[src/include/wdt_cfg.svh]
`ifndef WDT_CFG_SVH
`define WDT_CFG_SVH
// Register byte offsets
`define ADR_CTRL 8'h00
`define ADR_TMO 8'h04
`define ADR_CMD 8'h08
`define ADR_STAT 8'h0C
`define ADR_MASK 8'h10
`define ADR_STATE 8'h14
// Control fields
`define F_POST 2:0
`define F_PAUSE 3
`define F_MODE 5:4
`define F_DELAY 8:6
`define F_EV1 10:9
`define F_EV2 12:11
`define F_EV3 14:13
`define F_RESTART 15
`define F_USERWAIT 16
`define CTRL_W 17
`define CTRL_RST 17'h0_0408
// Timeout fields, 4 bits per stage
`define F_TMO_W 4
`define TMO_RST 12'h0444
// Command bits
`define C_TRIG 0
`define C_DONE 1
// Status bits
`define S_POST 0
`define S_STG 1
`define STAT_W 4
// Durations in seconds
`define T_1S 11'h001
`define T_2S 11'h002
`define T_5S 11'h005
`define T_10S 11'h00A
`define T_30S 11'h01E
`define T_1M 11'h03C
`define T_2M 11'h078
`define T_5M 11'h12C
`define T_10M 11'h258
`define T_30M 11'h708
// Clock rate, 10 ns period
`define CLK_HZ 100000000
`endif

[src/include/wdt_pkg.sv]
package wdt_pkg;
    typedef enum logic [1:0] {ACT_NONE, ACT_ACPI, ACT_RESET, ACT_PWR} action_t;
    typedef enum logic [1:0] {MODE_OFF, MODE_ONCE, MODE_SINGLE, MODE_REPEAT} mode_t;
    typedef enum logic [1:0] {PH_POST, PH_DELAY, PH_RUN, PH_OFF} phase_t;
endpackage

[src/verilog/sec_tick.sv]
`timescale 1ns/1ps
`default_nettype none
`include "wdt_cfg.svh"
// One-cycle enable once per second, restartable
module sec_tick #(
    parameter int CYCLES = `CLK_HZ
) (
    input wire logic clk_i,
    input wire logic rst_i,
    input wire logic clr_i,
    output logic tick_o
);
    localparam int W = $clog2(CYCLES);
    logic [W-1:0] div;

    // Restart aligns every timeout to the event that began it
    always_ff @(posedge clk_i) begin
        if (rst_i || clr_i) begin
            div <= '0;
            tick_o <= 1'b0;
        end else if (div == W'(CYCLES - 1)) begin
            div <= '0;
            tick_o <= 1'b1;
        end else begin
            div <= div + 1'b1;
            tick_o <= 1'b0;
        end
    end
endmodule // sec_tick
`default_nettype wire

[src/verilog/sys_watchdog.sv]
`timescale 1ns/1ps
`default_nettype none
`include "wdt_cfg.svh"
// Notes on behaviour
// - Boot timer: off, 30 s, 1, 2, 5, 10, 30 min; off after reset.
// - Boot timer counts only before boot completes; expiry forces system reset.
// - With pause set, boot timer holds while user input is awaited.
// - Runtime timer arms at boot completion; modes off, once, single, repeated.
// - Once mode: first software trigger switches the runtime timer off.
// - Single mode: stages run once in order, then timer switches off.
// - Repeated mode: last stage runs again and again until reset or a software trigger restarts stage one.
// - Runtime start delay: none, 10 s, 30 s, 1, 2, 5, 10, 30 min.
// - Stage one expiry raises ACPI, reset (default) or power-button action.
// - Stage two and three raise none (default), ACPI, reset or power button.
// - Stage one timeout 1 s to 30 min from ten choices, 30 s default.
// - Stage two and three timeouts chosen independently from the same set.
// - ACPI action selects orderly shutdown (default) or orderly restart.
// - ACPI shutdown signals an over-temperature notification.
// - ACPI restart signals a fatal error condition.
// - No NMI action exists; no path to the processor for one.
module sys_watchdog
    import wdt_pkg::*;
#(
    parameter int CLK_HZ = `CLK_HZ
) (
    input wire logic clk_i,
    input wire logic rst_i,
    input wire logic wb_cyc_i,
    input wire logic wb_stb_i,
    input wire logic wb_we_i,
    input wire logic [7:0] wb_adr_i,
    input wire logic [3:0] wb_sel_i,
    input wire logic [31:0] wb_dat_i,
    output logic [31:0] wb_dat_o,
    output logic wb_ack_o,
    output logic sys_reset_o,
    output logic pwr_btn_o,
    output logic acpi_overtemp_o,
    output logic acpi_fatal_o,
    output logic irq_o
);
    logic [`CTRL_W-1:0] ctrl;
    logic [11:0] tmo;
    logic [`STAT_W-1:0] stat;
    logic [`STAT_W-1:0] mask;
    phase_t phase;
    logic [1:0] stage;
    logic [10:0] cnt;
    logic tick;
    logic req, wr, rd;
    logic trig, done;
    logic run_count, expire, fire;
    logic [10:0] limit;
    action_t act;
    mode_t mode;

    // Stage timeout table; unused codes act as the longest time
    function automatic logic [10:0] stage_secs(input logic [3:0] sel);
        unique case (sel)
            4'h0: stage_secs = `T_1S;
            4'h1: stage_secs = `T_2S;
            4'h2: stage_secs = `T_5S;
            4'h3: stage_secs = `T_10S;
            4'h4: stage_secs = `T_30S;
            4'h5: stage_secs = `T_1M;
            4'h6: stage_secs = `T_2M;
            4'h7: stage_secs = `T_5M;
            4'h8: stage_secs = `T_10M;
            default: stage_secs = `T_30M;
        endcase
    endfunction

    // Boot timer table; code 0 means off
    function automatic logic [10:0] post_secs(input logic [2:0] sel);
        unique case (sel)
            3'h1: post_secs = `T_30S;
            3'h2: post_secs = `T_1M;
            3'h3: post_secs = `T_2M;
            3'h4: post_secs = `T_5M;
            3'h5: post_secs = `T_10M;
            default: post_secs = `T_30M;
        endcase
    endfunction

    // Start delay table; code 0 means none
    function automatic logic [10:0] delay_secs(input logic [2:0] sel);
        unique case (sel)
            3'h1: delay_secs = `T_10S;
            3'h2: delay_secs = `T_30S;
            3'h3: delay_secs = `T_1M;
            3'h4: delay_secs = `T_2M;
            3'h5: delay_secs = `T_5M;
            3'h6: delay_secs = `T_10M;
            default: delay_secs = `T_30M;
        endcase
    endfunction

    // Bus decode; ack pulses one cycle after request
    assign req = wb_cyc_i && wb_stb_i && !wb_ack_o;
    assign wr = req && wb_we_i;
    assign rd = req && !wb_we_i;
    assign trig = wr && wb_adr_i == `ADR_CMD && wb_sel_i[0] && wb_dat_i[`C_TRIG] &&
        phase == PH_RUN; // A stray trigger must not hold off the boot timer
    assign done = wr && wb_adr_i == `ADR_CMD && wb_sel_i[0] && wb_dat_i[`C_DONE] &&
        phase == PH_POST; // Later writes must not act as a hidden trigger
    assign mode = mode_t'(ctrl[`F_MODE]);
    always_ff @(posedge clk_i) begin
        if (rst_i) begin
            wb_ack_o <= 1'b0;
        end else begin
            wb_ack_o <= req;
        end
    end

    // Configuration writes, byte enables honoured
    always_ff @(posedge clk_i) begin
        if (rst_i) begin
            ctrl <= `CTRL_RST;
            tmo <= `TMO_RST;
            mask <= '0;
        end else if (wr) begin
            if (wb_adr_i == `ADR_CTRL) begin
                if (wb_sel_i[0]) ctrl[7:0] <= wb_dat_i[7:0];
                if (wb_sel_i[1]) begin
                    ctrl[15:8] <= wb_dat_i[15:8];
                    // Stage one has no "none" choice; fall back to reset
                    if (wb_dat_i[`F_EV1] == 2'(ACT_NONE)) ctrl[`F_EV1] <= 2'(ACT_RESET);
                end
                if (wb_sel_i[2]) ctrl[`F_USERWAIT] <= wb_dat_i[`F_USERWAIT];
            end
            if (wb_adr_i == `ADR_TMO) begin
                if (wb_sel_i[0]) tmo[7:0] <= wb_dat_i[7:0];
                if (wb_sel_i[1]) tmo[11:8] <= wb_dat_i[11:8];
            end
            if (wb_adr_i == `ADR_MASK && wb_sel_i[0]) mask <= wb_dat_i[`STAT_W-1:0];
        end
    end

    // Read data, unmapped offsets read zero
    always_ff @(posedge clk_i) begin
        if (rst_i) begin
            wb_dat_o <= '0;
        end else if (rd) begin
            unique case (wb_adr_i)
                `ADR_CTRL: wb_dat_o <= 32'(ctrl);
                `ADR_TMO: wb_dat_o <= 32'(tmo);
                `ADR_STAT: wb_dat_o <= 32'(stat);
                `ADR_MASK: wb_dat_o <= 32'(mask);
                `ADR_STATE: wb_dat_o <= {16'h0000, cnt, 1'b0, stage, phase};
                default: wb_dat_o <= '0;
            endcase
        end else begin
            wb_dat_o <= '0;
        end
    end

    // Seconds base, restarted on every timer restart
    sec_tick #(.CYCLES(CLK_HZ)) u_tick (
        .clk_i(clk_i),
        .rst_i(rst_i),
        .clr_i(trig || done || expire),
        .tick_o(tick)
    );

    // Limit of the running count
    always_comb begin
        unique case (phase)
            PH_POST: limit = post_secs(ctrl[`F_POST]);
            PH_DELAY: limit = delay_secs(ctrl[`F_DELAY]);
            default: limit = stage_secs(tmo[stage*`F_TMO_W +: `F_TMO_W]);
        endcase
    end

    // Boot timer may pause for user input; runtime counts freely
    always_comb begin
        unique case (phase)
            PH_POST: run_count = tick && ctrl[`F_POST] != 3'h0 &&
                !(ctrl[`F_PAUSE] && ctrl[`F_USERWAIT]);
            PH_DELAY, PH_RUN: run_count = tick;
            default: run_count = 1'b0;
        endcase
    end
    assign expire = run_count && cnt == limit - 11'h001;
    assign fire = expire && phase == PH_RUN;

    // Action of the stage that fires; no NMI choice exists
    always_comb begin
        unique case (stage)
            2'h0: act = action_t'(ctrl[`F_EV1]);
            2'h1: act = action_t'(ctrl[`F_EV2]);
            default: act = action_t'(ctrl[`F_EV3]);
        endcase
    end

    // Phase and stage sequencing
    always_ff @(posedge clk_i) begin
        if (rst_i) begin
            phase <= PH_POST;
            stage <= 2'h0;
        end else begin
            unique case (phase)
                PH_POST: begin
                    if (expire) begin
                        phase <= PH_OFF;
                    end else if (done) begin
                        // Arm just before the OS boots
                        if (mode == MODE_OFF) phase <= PH_OFF;
                        else if (ctrl[`F_DELAY] == 3'h0) phase <= PH_RUN;
                        else phase <= PH_DELAY;
                        stage <= 2'h0;
                    end
                end
                PH_DELAY: begin
                    if (expire) phase <= PH_RUN;
                end
                PH_RUN: begin
                    if (trig && mode == MODE_ONCE) begin
                        phase <= PH_OFF;
                    end else if (trig) begin
                        stage <= 2'h0;
                    end else if (fire) begin
                        if (stage != 2'h2) stage <= stage + 2'h1;
                        else if (mode != MODE_REPEAT) phase <= PH_OFF;
                    end
                end
                default: phase <= PH_OFF;
            endcase
        end
    end

    // Seconds counter, cleared at each restart
    always_ff @(posedge clk_i) begin
        if (rst_i) begin
            cnt <= '0;
        end else if (trig || done || expire) begin
            cnt <= '0;
        end else if (run_count) begin
            cnt <= cnt + 11'h001;
        end
    end

    // Action outputs, one-cycle pulses
    always_ff @(posedge clk_i) begin
        if (rst_i) begin
            sys_reset_o <= 1'b0;
            pwr_btn_o <= 1'b0;
            acpi_overtemp_o <= 1'b0;
            acpi_fatal_o <= 1'b0;
        end else begin
            sys_reset_o <= (expire && phase == PH_POST) || (fire && act == ACT_RESET);
            pwr_btn_o <= fire && act == ACT_PWR;
            acpi_overtemp_o <= fire && act == ACT_ACPI && !ctrl[`F_RESTART];
            acpi_fatal_o <= fire && act == ACT_ACPI && ctrl[`F_RESTART];
        end
    end

    // Sticky status; a new event beats the clear-on-read
    always_ff @(posedge clk_i) begin
        if (rst_i) begin
            stat <= '0;
        end else begin
            for (int i = 0; i < `STAT_W; i++) begin
                if ((i == `S_POST && expire && phase == PH_POST) ||
                    (i != `S_POST && fire && 32'(stage) == i - `S_STG)) begin
                    stat[i] <= 1'b1;
                end else if (rd && wb_adr_i == `ADR_STAT) begin
                    stat[i] <= 1'b0;
                end
            end
        end
    end
    // Level interrupt, one cycle behind the status bits
    always_ff @(posedge clk_i) begin
        if (rst_i) irq_o <= 1'b0;
        else irq_o <= |(stat & mask);
    end
endmodule // sys_watchdog
`default_nettype wire
[config.mk]
export PLATFORM = sky130hd
export DESIGN_NAME = sys_watchdog
export DESIGN_NICKNAME = d
export VERILOG_FILES = /design/src/include/wdt_pkg.sv /design/src/verilog/sec_tick.sv /design/src/verilog/sys_watchdog.sv
export VERILOG_INCLUDE_DIRS = /design/src /design/src/include
export SDC_FILE = /design/constraint.sdc
export NUM_CORES = 1
export LEC_CHECK = 0
export BUFFER_PORTS_ARGS = -buffer_cell sky130_fd_sc_hd__buf_2
export CAP_MARGIN = 20
export CORE_ASPECT_RATIO = 1.25
export CORE_MARGIN = 8
export CORE_UTILIZATION = 43
export DETAILED_ROUTE_END_ITERATION = 16
export GPL_TIMING_DRIVEN = 0
export PLACE_DENSITY = 0.78
export SLEW_MARGIN = 10
export SYNTH_ARGS = -nofsm -noshare
export SYNTH_HDL_FRONTEND = slang
export SYNTH_HIERARCHICAL = 1
export SYNTH_SLANG_ARGS = --single-unit
export TNS_END_PERCENT = 30
[constraint.sdc]
create_clock -name clk_i -period 3.4 [get_ports clk_i]
set_input_delay 0.51 -clock clk_i [delete_from_list [all_inputs] [get_ports clk_i]]
set_output_delay 0.51 -clock clk_i [all_outputs]
set_load 0.01 [all_outputs]
* Word level (Yosys, flattened, before mapping)
Memories as Yosys holds them, arrays and structs flattened.
Index checks and enable logic that the tools add are counted.
** Word-level totals
- Register bits after elaboration :: 118
- Bits in read-only memories :: 160
- Input bits :: 49
- Output and inout port bits :: 38
- Word-level logic and storage cells :: 160
- Memories kept :: 1
** Cells by class
- Add/sub/neg operators :: 4
- Equal/unequal tests :: 39
- Shift-type cells :: 1
- Multiplexer cells :: 31
- Bitwise logic cells :: 2
- Reduce and logical (&&, ||, !) cells :: 60
** Memories
- (no name shown) :: depth 16, width 10, read ports 1, clocked after Yosys merged registers in 0, wr ports 0, line sys_watchdog.sv:59 : unique case (sel)
** Operator list (count)
- one-hot mux 17 bit (5 select lines) :: 1
- one-hot mux 11 bit (6 select lines) :: 1
- one-hot mux 11 bit (5 select lines) :: 1
- 2-to-1 mux 2 bit :: 17
- adder 27 x 1 -> 27 bit (second input constant) :: 1
- equality test 27 bit (second input constant) :: 1
- logical AND 1 bit :: 27
- one-hot mux 11 bit (2 select lines) :: 1
- equality test 8 x 4 -> 1 bit (second input constant) :: 2
- equality test 8 x 5 -> 1 bit (second input constant) :: 2
- equality test 3 bit (second input constant) :: 5
- AND reduction 3 bit :: 5
- equality test 3 x 2 -> 1 bit (second input constant) :: 4
- inequality test 2 bit (second input constant) :: 6
- AND reduction 6 bit :: 2
- variable part select 12 x 5 -> 4 bit :: 1
- adder 11 x 1 -> 11 bit (second input constant) :: 1
- equality test 11 bit :: 1
- subtractor 11 x 1 -> 11 bit (second input constant) :: 1
- nonzero test 2 bit :: 5
- inequality test 3 x 2 -> 1 bit (second input constant) :: 3
- inequality test 3 bit (second input constant) :: 3
- equality test 2 x 1 -> 1 bit (second input constant) :: 4
- equality test 2 bit (second input constant) :: 4
- other kinds (19) :: 38

* Logic depth before layout (Yosys ltp)
Gate-level depths: netlist of run 1.
- Depth in word-level cells :: 11
- Depth in mapped cells :: 19
- Mapped depth without buffers :: 16

* Hierarchy
The synthesis of run 1 kept the hierarchy.
** By module, submodules not included
- sys_watchdog :: times used 1, cells each 515, area an instance 4404.2 um2, sequential area each 1501.4 um2
- sec_tick :: times used 1, cells each 155, area an instance 1322.5 um2, sequential area each 560.5 um2

* Worst setup path before layout of run 1
Ideal clock, no wire load.
- Kind :: register to register
- From :: reg stage[0]
- To :: reg u_tick.div[3]
- Library setup time :: 117 ps
- Arrival time :: 3429 ps
- Required time :: 3283 ps
- Setup slack :: -146 ps
- Stages on the path, launching flop included :: 20
- Buffers on the path :: 3
- Period minus slack after synthesis :: 3546 ps
- Cell sequence :: dfxtp_1 -> buf_6 -> mux2i_1 -> a2bb2oi_1 -> nand2_1 -> o21ai_0 -> a221oi_1 -> ha_1 -> xnor2_1 -> nor4_1 -> o311ai_0 -> mux2i_1 -> o2111ai_1 -> a21o_1 -> nand2_1 -> or2_2 -> a31o_2 -> clkbuf_1 -> buf_2 -> nor2_1
** On the way
- Cells in the longest elaborated chain, start to end :: 9
** Ends and longest elaborated chain
- start: declaration :: line sys_watchdog.sv:47 : logic [1:0] stage;
- start signal: assignment :: line sys_watchdog.sv:222 : if (stage != 2'h2) stage <= stage + 2'h1;
- variable part select 12 x 5 -> 4 bit :: line sys_watchdog.sv:170 : default: limit = stage_secs(tmo[stage*`F_TMO_W +: `F_TMO_W]);
- memory (16 x 10 bit)
- one-hot mux 11 bit (2 select lines) :: line sys_watchdog.sv:167 : unique case (phase)
- subtractor 11 x 1 -> 11 bit :: line sys_watchdog.sv:183 : assign expire = run_count && cnt == limit - 11'h001;
- equality test 11 bit :: line sys_watchdog.sv:183
- logical AND 1 bit :: line sys_watchdog.sv:183
- logical OR 1 bit :: line sys_watchdog.sv:161 : .clr_i(trig || done || expire),
- logical OR 1 bit :: line sec_tick.sv:18 : if (rst_i || clr_i) begin
- OR reduction 2 bit (no source line)
- end signal: assignment :: line sec_tick.sv:25 : div <= div + 1'b1;
- end: declaration :: line sec_tick.sv:14 : logic [W-1:0] div;
No other way between the ends.
A chain may end at the register's enable or synchronous reset.

* Worst setup path in the final report of run 1
- From :: reg stage[0]
- To :: reg u_tick.div[22]
The elaborated chain is that of the path after synthesis.

==> out/metrics.cfg, run 1 <==
[outcome]
status = finished, violations left
violations = negative setup slack

[synth]
synth_area_leader_cell = dfxtp_1
ys_seq_elements = 103
yosysWarnings = 6
yosysUniqueCellTypes = 82
synthArstFlopShare = 0
synthTopCellsByArea = dfxtp_1, mux2i_1, nor2_1
synth-edff-count = 0
syn-mean-instance-area_um2 = 8.55
synth.top_cell.area_share = 0.360
synthesis.area_um2 = 5730
ys.flop_type = dfxtp_1
ys_seq_area_frac = 0.360
synthesis.instances = 670

[cells_and_area]
multi_input_area_um2 = 3580
seq_area_um2 = 2070
utilization = 0.538
drive_gt1_frac = 0.245
area_growth_pct = 23.3
fill_cells = 1144
num_antenna_cells = 0
nets = 828

[route]
drt_iter0_markers = 465
post_drt_wl_per_cell_um = 17.2
vias_per_cell = 5.69
vias = 5373
drc = 0
wl_met3_mm = 1.03
highest_layer = met4
wl_met2_mm = 8.22
drt-pass1-iter-count = 5
drt-total-wl_mm = 16.2
ant_nets = 0
met1_length_mm = 6.32

[clock_network]
clockBufferDepth = 2
ctsHoldBuffers = 0
cts_tree = built
root_buffer = clkbuf_16
clk_pin_slew_ns = 0.08
htreeDepth = 3
cts_made_buffers = 9
clk_latency_ns = 0.36
cts_sinks = 103

[timing]
drv_slew = 0
finalSetupViolations = 23
relSlewSlack = 0.476
worstMarginPinSlew_ns = 0.783
fin_ws_ns = -0.0458
fmax_ghz = 0.290
fin_crit_ns = 3.45
tns_ns = -0.553
rsz0062_at_grt = yes
period_share = 1.01
skew_ns = 0.00961
final_hold_viol_count = 0

[global_route]
antenna_found_initial = 0
grt_pass1_vias = 5075
grt-ovfl-total = 0
grt_pass1_wl_mm = 25.7
grt_usage = 0.183
grt_max_degree = 20

[worst_hold_path]
hold_class = input port to flip-flop

[power]
p_leak_nw = 2.53
cellPowerDensity_nw_per_um2 = 461
power_mw = 3.25
vdd_drop_max_uv = 274

[floorplanning]
rows = 47
die-area_um2 = 17300
start_util = 0.437
io_pins = 87
fp.coreArea_um2 = 13100
die-width_um = 119
dieHeight_um = 145

[run]
maxCapViolations = 0

[setup_path]
critical_path_arrival_ns = 3.69
critPathKind = flip-flop to flip-flop
critical_path_required_ns = 3.65
startpoint_type = flip-flop
slowest_delay_ns = 0.36
crit_chain = buf_8 -> mux2i_4 -> o2bb2ai_4 -> nand2_2 -> o21ai_2 -> a221oi_2 -> ha_4 -> xnor2_2 -> nor4_2 -> o311ai_1 -> mux2i_1 -> o2111ai_2 -> a21o_1 -> nand2_1 -> or2_4 -> a31o_4 -> clkbuf_16 -> a21oi_1
r2r_setup_slack_ns = -0.05
cp_slowest_cell = dfxtp_2
cp-end-kind = flip-flop
crit_fanout = 6

[place]
io_buffers = 54
hpwlAfterDp_mm = 11.8
place_congestion = 0.932

-- per-layer routing --
layer,track usage,up-vias
met5,0,-
met4,0.105,0
met3,0.0365,48
met2,0.316,225
met1,0.205,2512
li1,-,2588
-- area by class of cell --
class,count,share of cell area
Buffer,55,0.0505
Tap cell,171,0.0303
Sequential cell,103,0.293
Timing Repair Buffer,74,0.0679
Clock buffer,9,0.0319
Clock inverter,7,0.0129
Inverter,11,0.00585
Multi-Input combinational cell,514,0.508
-- state kept, by name, indices dropped and copies added, names as in the netlist, 2 cells and up --
signal and flops:
u_tick/div 27, phase 2, cnt 11, wb_dat_o 17, ctrl 17, mask 4
tmo 12, stat 4, stage 2
-- placed cells by master (no fill, tap or decap), types with 6 or more instances in the layout --
master and n:
dfxtp_1 100, nand4_1 11, nor2_1 83, nor4_1 6, and2_1 6, a222oi_1 7, buf_4 32, clkbuf_16 11
or3_1 10, xnor2_1 17, ha_1 8, nand3_1 23, and3_1 13, clkbuf_1 20, nand3b_1 8, nand2b_1 7
a21oi_2 6, or4_1 10, o21ai_0 21, mux2i_1 32, nor2b_1 7, conb_1 15, nor3_1 13, inv_1 11
nand2_1 51, buf_2 62, xor2_1 13, a21oi_1 21, a22oi_1 13
-- final timing paths --
check | startpoint | end | cells after the start
worst max-delay path | stage[0]$_SDFFE_PP0P_ | u_tick/div[22]$_SDFF_PP0_ | 18
worst min-delay path | wb_dat_i[6] | tmo[6]$_SDFFE_PP1P_ | 2
worst max register to register | stage[0]$_SDFFE_PP0P_ | u_tick/div[22]$_SDFF_PP0_ | 18
worst min register to register | u_tick/div[0]$_SDFF_PP0_ | u_tick/div[0]$_SDFF_PP0_ | 1
-- cell families (layout without fill, tap and decap cells) --
group,count (synthesis),count (layout),share of synthesized area
adders and majority gates,11,11,0.0240
other,1,15,0.000655
and+or+nand+nor,286,286,0.261
xor gates and xnor gates,31,31,0.0474
muxes,41,41,0.0749
DFF,103,103,0.360
AOI/OAI and AO/OA,130,130,0.171
buffers and inverters,67,156,0.0603
-- synth_stat cells (3+ instances only) --
cell        n
and3_1     13
mux2_2      5
buf_2      12
ha_1       11
o211ai_1    4
nor3_1     15
nand2_1    53
inv_1      11
nand2b_1    7
a22o_1      3
nand3_1    23
or4_1      10
or3_1      10
nor2_1     87
and2_1      6
clkbuf_1   24
mux2i_1    35
nand3b_1    8
a32oi_1     4
a222oi_1    7
a221oi_1    3
a31oi_1     5
o21a_1      3
o21ai_0    22
nor4_1      7
o311ai_0    3
xor2_1     13
dfxtp_1   103
nor2b_1     8
buf_4      17
xnor2_1    18
a22oi_1    14
a21oi_1    27
o31ai_1     4
nand4_1    11
nand4b_1    4
a211o_1     5
-- stage by stage --
stage / worst slack, ns / hold WS [ns] / instances / instance area (µm²)
floorplan: 0.0176 / 0.427 / 684 / 5790
global placement: -0.868 / 0.446 / 909 / 6270
detailed placement: -0.902 / 0.451 / 909 / 6270
CTS: 0.00696 / 0.377 / 939 / 6870
global route: -0.226 / 0.390 / 944 / 7060
finish: -0.0458 / 0.380 / 944 / 7060
-- critical path, delay by kind of cell (launching register included) --
kind / cells / cell delay (ns)
AO/OA/AOI/OAI: 8 / 1.22
AND/OR/NAND/NOR: 4 / 0.47
buffers and inverters: 2 / 0.34
XOR/XNOR: 1 / 0.13
adder cells (fa/ha/maj): 1 / 0.26
multiplexers: 2 / 0.55
flip-flops: 1 / 0.36
-- where the power goes --
part	leakage (nW)	total [mW]	internal, mW	switching (mW)
Clock	0.151	1.08	0.587	0.495
Sequential	0.832	1.25	1.23	0.0200
Combinational	1.55	0.923	0.383	0.540
-- what timing repair did --
action                                  CTS  global route
pin swaps                                 8            19
endpoints found under the hold margin     0             0
cloned                                    0             2
resized for setup                        39            28
buffers inserted                         15             3
endpoints found under the setup margin   51            49
Power figures use the tool's default switching activity.
==> run 2, diff against run 1 <==
SETUP_SLACK_MARGIN = 0.05   (was not set)
clock period = 3 ns   (was 3.4 ns; I/O delays follow)
==> run 2 against run 1 <==
The run still ends with negative setup slack left. Highest routed layer unchanged. Core utilization fell by 0.34 points. Clock skew fell by 0.0012 ns. Flip-flop and latch count did not move. Cell count fell by 0.21%. Sequential power rose by 13%. Global-route usage rose by 0.35 points.
==> out/metrics.cfg, run 2 (synthesis gave the netlist of run 1 again) <==
[outcome]
status = finished, violations left
violations = negative setup slack

[floorplanning]
start_util = 0.437
io_pins = 87
rows = 47
dieHeight_um = 145
die-area_um2 = 17300
fp.coreArea_um2 = 13100
die-width_um = 119

[cells_and_area]
drive_gt1_frac = 0.240
reg_top3 = u_tick/div (27), ctrl (17), wb_dat_o (17)
mostFrequentLayoutCells = dfxtp_1, nor2_1, buf_2
final_common_cell = dfxtp_1
area_growth_pct = 22.5
stdcell_count = 942
largest_register_ff_count = 27
nets = 826
num_antenna_cells = 0
regMostFlops = u_tick/div

[place]
hpwlAfterDp_mm = 12.1
place_congestion = 0.937
io_buffers = 54
place_inst = 909
dp_worst_setup_slack_ns = -0.849

[timing]
finalSetupViolations = 51
fin_ws_ns = -0.581
tns_ns = -22.47
period_share = 1.19
drv_slew = 0
relSlewSlack = 0.507
worstMarginPinSlew_ns = 0.733
skew_ns = 0.00842
rsz0062_at_grt = yes
fin_crit_ns = 3.58
fmax_ghz = 0.279
final_hold_viol_count = 0

[setup_path]
crit_top_cell = mux2i_1
cp-end-kind = flip-flop
slowest_delay_ns = 0.38
crit_chain = buf_12 -> mux2i_4 -> o21ai_4 -> nand2_1 -> o21ai_2 -> a221oi_4 -> ha_4 -> xnor2_2 -> nor4_2 -> o311ai_1 -> mux2i_1 -> buf_4 -> o2111ai_4 -> a211o_1 -> a22oi_2 -> mux2i_1
r2r_start = stage[0]$_SDFFE_PP0P_
crit_family = compound AO/OA/AOI/OAI gates
critPathKind = flip-flop to flip-flop
path_buf_inv = 2
critical_path_required_ns = 3.27
crit_fanout = 8
reg2reg_depth = 16
rr_endpoint = stage[1]$_SDFFE_PP0P_
cp_slowest_cell = dfxtp_4
startpoint_type = flip-flop
r2r_setup_slack_ns = -0.58
critical_path_arrival_ns = 3.86

[clock_network]
cts_sinks = 103
ctsHoldBuffers = 0
clk_latency_ns = 0.35
htreeDepth = 3
clockBufferDepth = 2
root_buffer = clkbuf_16
clk_pin_slew_ns = 0.07
cts_tree = built
cts_made_buffers = 9

[route]
post_drt_wl_per_cell_um = 17.9
ant_nets = 0
drt-pass1-iter-count = 5
vias = 5542
drc = 0
drt-total-wl_mm = 16.8
drt_iter0_markers = 451
vias_per_cell = 5.88

[global_route]
grt_max_degree = 19
grt_pass1_wl_mm = 26.7
grt_usage = 0.187
grt_pass1_vias = 5311
antenna_found_initial = 0
grt-ovfl-total = 0

[power]
p_leak_nw = 2.51
cellPowerDensity_nw_per_um2 = 517
vdd_drop_max_uv = 298
power_mw = 3.62

[run]
maxCapViolations = 0

[worst_hold_path]
hold_class = input port to flip-flop
hold_path_end = tmo[6]$_SDFFE_PP1P_
min_from = wb_dat_i[6]
min_delay_path_depth = 2

==> run 2: area by class of cell <==
cell class	instances	area [µm²]
well taps	171	214
fillers	1192	6100
clock buffers	10	239
plain buffers	56	377
repair buffers	70	408
multi-input cells	515	3610
clock inverters	6	52.6
inverters	11	41.3
flip-flops and latches	103	2070
==> run 2: worst max path at each step <==
stage	from	end	slack, ns	depth (start not counted)
2_1_floorplan	stage[0]$_SDFFE_PP0P_	u_tick/div[22]$_SDFF_PP0_	-0.26	18
3_3_place_gp	phase[0]$_SDFFE_PP0P_	u_tick/div[24]$_SDFF_PP0_	-0.77	18
3_5_place_dp	phase[0]$_SDFFE_PP0P_	u_tick/div[15]$_SDFF_PP0_	-0.85	18
4_1_cts	stage[0]$_SDFFE_PP0P_	u_tick/div[24]$_SDFF_PP0_	-0.51	19
5_1_grt	stage[0]$_SDFFE_PP0P_	stage[1]$_SDFFE_PP0P_	-0.79	16
6_report	stage[0]$_SDFFE_PP0P_	stage[1]$_SDFFE_PP0P_	-0.58	16
==> run 2: metrics by stage <==
| step | instance area [µm²] | utilization | hold WS, ns |
|---|---|---|---|
| final | 7010 | 0.535 | 0.330 |
| after global routing | 7010 | 0.535 | 0.336 |
| after CTS | 6790 | 0.518 | 0.319 |
| after detailed placement | 6350 | 0.484 | 0.456 |
| after global placement | 6350 | 0.484 | 0.445 |
| after floorplan | 5870 | - | 0.427 |
==> run 2: worst reg2reg max path: stages, from the launching register on <==
cell and delay [ns]:
dfxtp_4 0.38, buf_12 0.14, mux2i_4 0.30, o21ai_4 0.13, nand2_1 0.09, o21ai_2 0.07
a221oi_4 0.28, ha_4 0.26, xnor2_2 0.13, nor4_2 0.27, o311ai_1 0.15, mux2i_1 0.24
buf_4 0.17, o2111ai_4 0.16, a211o_1 0.37, a22oi_2 0.18, mux2i_1 0.21
==> run 2: metal layers <==
metal,global-route usage,part of all wire,up-vias
li1,-,-,2598
met1,0.204,0.38,2629
met2,0.327,0.51,241
met3,0.0326,0.060,74
met4,0.115,0.052,0
met5,0,0,-
==> run 2: where the power goes <==
| group | leakage (nW) | internal [mW] | switching (mW) |
|---|---|---|---|
| clock network | 0.142 | 0.599 | 0.550 |
| logic | 1.53 | 0.440 | 0.624 |
| registers | 0.832 | 1.39 | 0.0219 |
| total | 2.51 | 2.43 | 1.20 |
==> run 2: timing repair <==
item                                   CTS  global route
gates resized for setup                 24            25
endpoints found under the hold margin    0             0
setup buffers                            4            11
pin swaps                                8            15
setup endpoints to repair               58            76
cloned                                   0             2
==> run 3, diff against run 2 <==
PLACE_DENSITY = not set   (was 0.78)
clock period = 4.6 ns   (was 3 ns; I/O delays follow)
==> run 3 against run 2 <==
The run now ends clean. Global-route usage increased by 0.21 points. Fmax shrank 14%. Worst hold slack better by 0.14 ns. Sequential share of layout area grew 2.0 points. Largest cell class unchanged. Largest power group unchanged. Highest routed layer unchanged.
==> out/metrics.cfg, run 3 (synthesis gave the netlist of run 1 again) <==
[outcome]
status = finished, final reports clean

[worst_hold_path]
min_from = u_tick/div[0]$_SDFF_PP0_
hold_class = flip-flop to flip-flop
min_delay_path_depth = 1
hold_path_end = u_tick/div[0]$_SDFF_PP0_

[clock_network]
post_cts_buffers = 0
cts_tree = built
root_buffer = clkbuf_16
clk_pin_slew_ns = 0.07
htreeDepth = 3
clk_latency_ns = 0.34
ctsHoldBuffers = 0
clockBufferDepth = 2
cts_made_buffers = 9
cts_sinks = 103
cts_resized = 1

[setup_path]
crit_fanout = 10
rr_endpoint = u_tick/div[5]$_SDFF_PP0_
critical_path_required_ns = 4.83
r2r_start = phase[0]$_SDFFE_PP0P_
startpoint_type = flip-flop
slowest_delay_ns = 0.42
crit_top_cell = ha_1
critical_path_arrival_ns = 4.41
crit_chain = inv_1 -> ha_1 -> clkbuf_1 -> clkbuf_2 -> a221oi_1 -> ha_1 -> xnor2_1 -> nor4_1 -> o311ai_0 -> mux2i_1 -> o2111ai_1 -> a21o_1 -> nand2_1 -> or2_2 -> a31o_2 -> clkbuf_4 -> nor2_1
cp-end-kind = flip-flop
cp_slowest_cell = dfxtp_1
critPathKind = flip-flop to flip-flop
reg2reg_depth = 17
r2r_setup_slack_ns = 0.43

[power]
p_leak_nw = 2.34
cellPowerDensity_nw_per_um2 = 338
vdd_drop_max_uv = 145
power_mw = 2.21

[timing]
fin_crit_ns = 4.17
final_hold_viol_count = 0
tns_ns = 0
relSlewSlack = 0.411
drv_slew = 0
fmax_ghz = 0.240
worstMarginPinSlew_ns = 0.880
finalSetupViolations = 0
skew_ns = 0.00443
rsz0062_at_grt = no
period_share = 0.907

[route]
drt-total-wl_mm = 16.4
post_drt_wl_per_cell_um = 17.7
vias_per_cell = 5.60
ant_nets = 0
drt_iter0_markers = 269
vias = 5170
drt-pass1-iter-count = 5
drc = 0

[global_route]
grt_usage = 0.189
grt-ovfl-total = 0
grt_pass1_vias = 5172
grt_max_degree = 18
gr-usage-met2 = 0.339
grtUsageMet3 = 0.0260
grt_pass1_wl_mm = 26.6
grt_util_met1 = 0.214
top_usage_layer = met2
antenna_found_initial = 0

[floorplanning]
io_pins = 87
start_util = 0.437
die-area_um2 = 17300
rows = 47
dieHeight_um = 145
die-width_um = 119
fp.coreArea_um2 = 13100

[cells_and_area]
fill_cells = 1286
mostFrequentLayoutCells = dfxtp_1, nor2_1, buf_2
num_antenna_cells = 0
area_growth_pct = 14.3
final_common_cell = dfxtp_1
seq_area_um2 = 2060
regMostFlops = u_tick/div
nets = 808
reg_top3 = u_tick/div (27), ctrl (17), wb_dat_o (17)
drive_gt1_frac = 0.181
largest_register_ff_count = 27
multi_input_area_um2 = 3380

[place]
io_buffers = 54
place_congestion = 0.951
hpwlAfterDp_mm = 12.5

[run]
maxCapViolations = 0

==> run 3: area by class of cell <==
class	count	area share
Multi-Input combinational cell	514	0.517
Sequential cell	103	0.315
Buffer	55	0.0464
Timing Repair Buffer	54	0.0413
Clock buffer	9	0.0344
Tap cell	171	0.0327
Clock inverter	7	0.00726
Inverter	11	0.00631
==> run 3: critical path: cells and delay by family (launching register included) <==
family | cells | cell delay (ns)
DFF | 1 | 0.42
muxes | 1 | 0.24
adders and majority gates | 2 | 0.56
buffers and inverters | 4 | 0.97
AOI/OAI and AO/OA | 5 | 1.20
and+or+nand+nor | 4 | 0.53
xor gates and xnor gates | 1 | 0.13
==> run 3: where the power goes <==
group          internal [mW]  switching, mW  total [mW]  leakage [nW]
sequential             0.903         0.0154       0.918         0.831
combinational          0.211          0.371       0.582          1.38
clock                  0.367          0.344       0.712         0.132
==> run 3: worst max-delay path by stage <==
stage                                      from                         to  slack, ns  cells after the start
after floorplan           stage[0]$_SDFFE_PP0P_   u_tick/div[3]$_SDFF_PP0_       1.05                     19
after global placement    phase[0]$_SDFFE_PP0P_   u_tick/div[5]$_SDFF_PP0_       0.13                     18
after detailed placement  phase[0]$_SDFFE_PP0P_   u_tick/div[5]$_SDFF_PP0_       0.08                     18
after CTS                 stage[0]$_SDFFE_PP0P_   u_tick/div[5]$_SDFF_PP0_       0.15                     19
after global routing      phase[0]$_SDFFE_PP0P_  u_tick/div[21]$_SDFF_PP0_       0.14                     16
final                     phase[0]$_SDFFE_PP0P_   u_tick/div[5]$_SDFF_PP0_       0.43                     17
==> run 3: metrics by stage <==
step | cell area [µm²] | utilization | worst slack [ns] | instances | hold slack [ns]
2_1_floorplan | 5780 | - | 1.05 | 684 | 0.427
3_3_place_gp | 6260 | 0.478 | 0.134 | 909 | 0.441
3_5_place_dp | 6260 | 0.478 | 0.0816 | 909 | 0.463
4_1_cts | 6540 | 0.499 | 0.153 | 925 | 0.480
5_1_grt | 6550 | 0.499 | 0.142 | 924 | 0.499
6_report | 6550 | 0.499 | 0.427 | 924 | 0.470
==> run 3: metal layers <==
metal / part of all wire / vias to the layer above / wire (µm)
met1: 0.42 / 2493 / 6810
met4: 0.030 / 0 / 488
li1: - / 2542 / -
met5: 0 / - / 0
met3: 0.034 / 27 / 549
met2: 0.52 / 108 / 8530
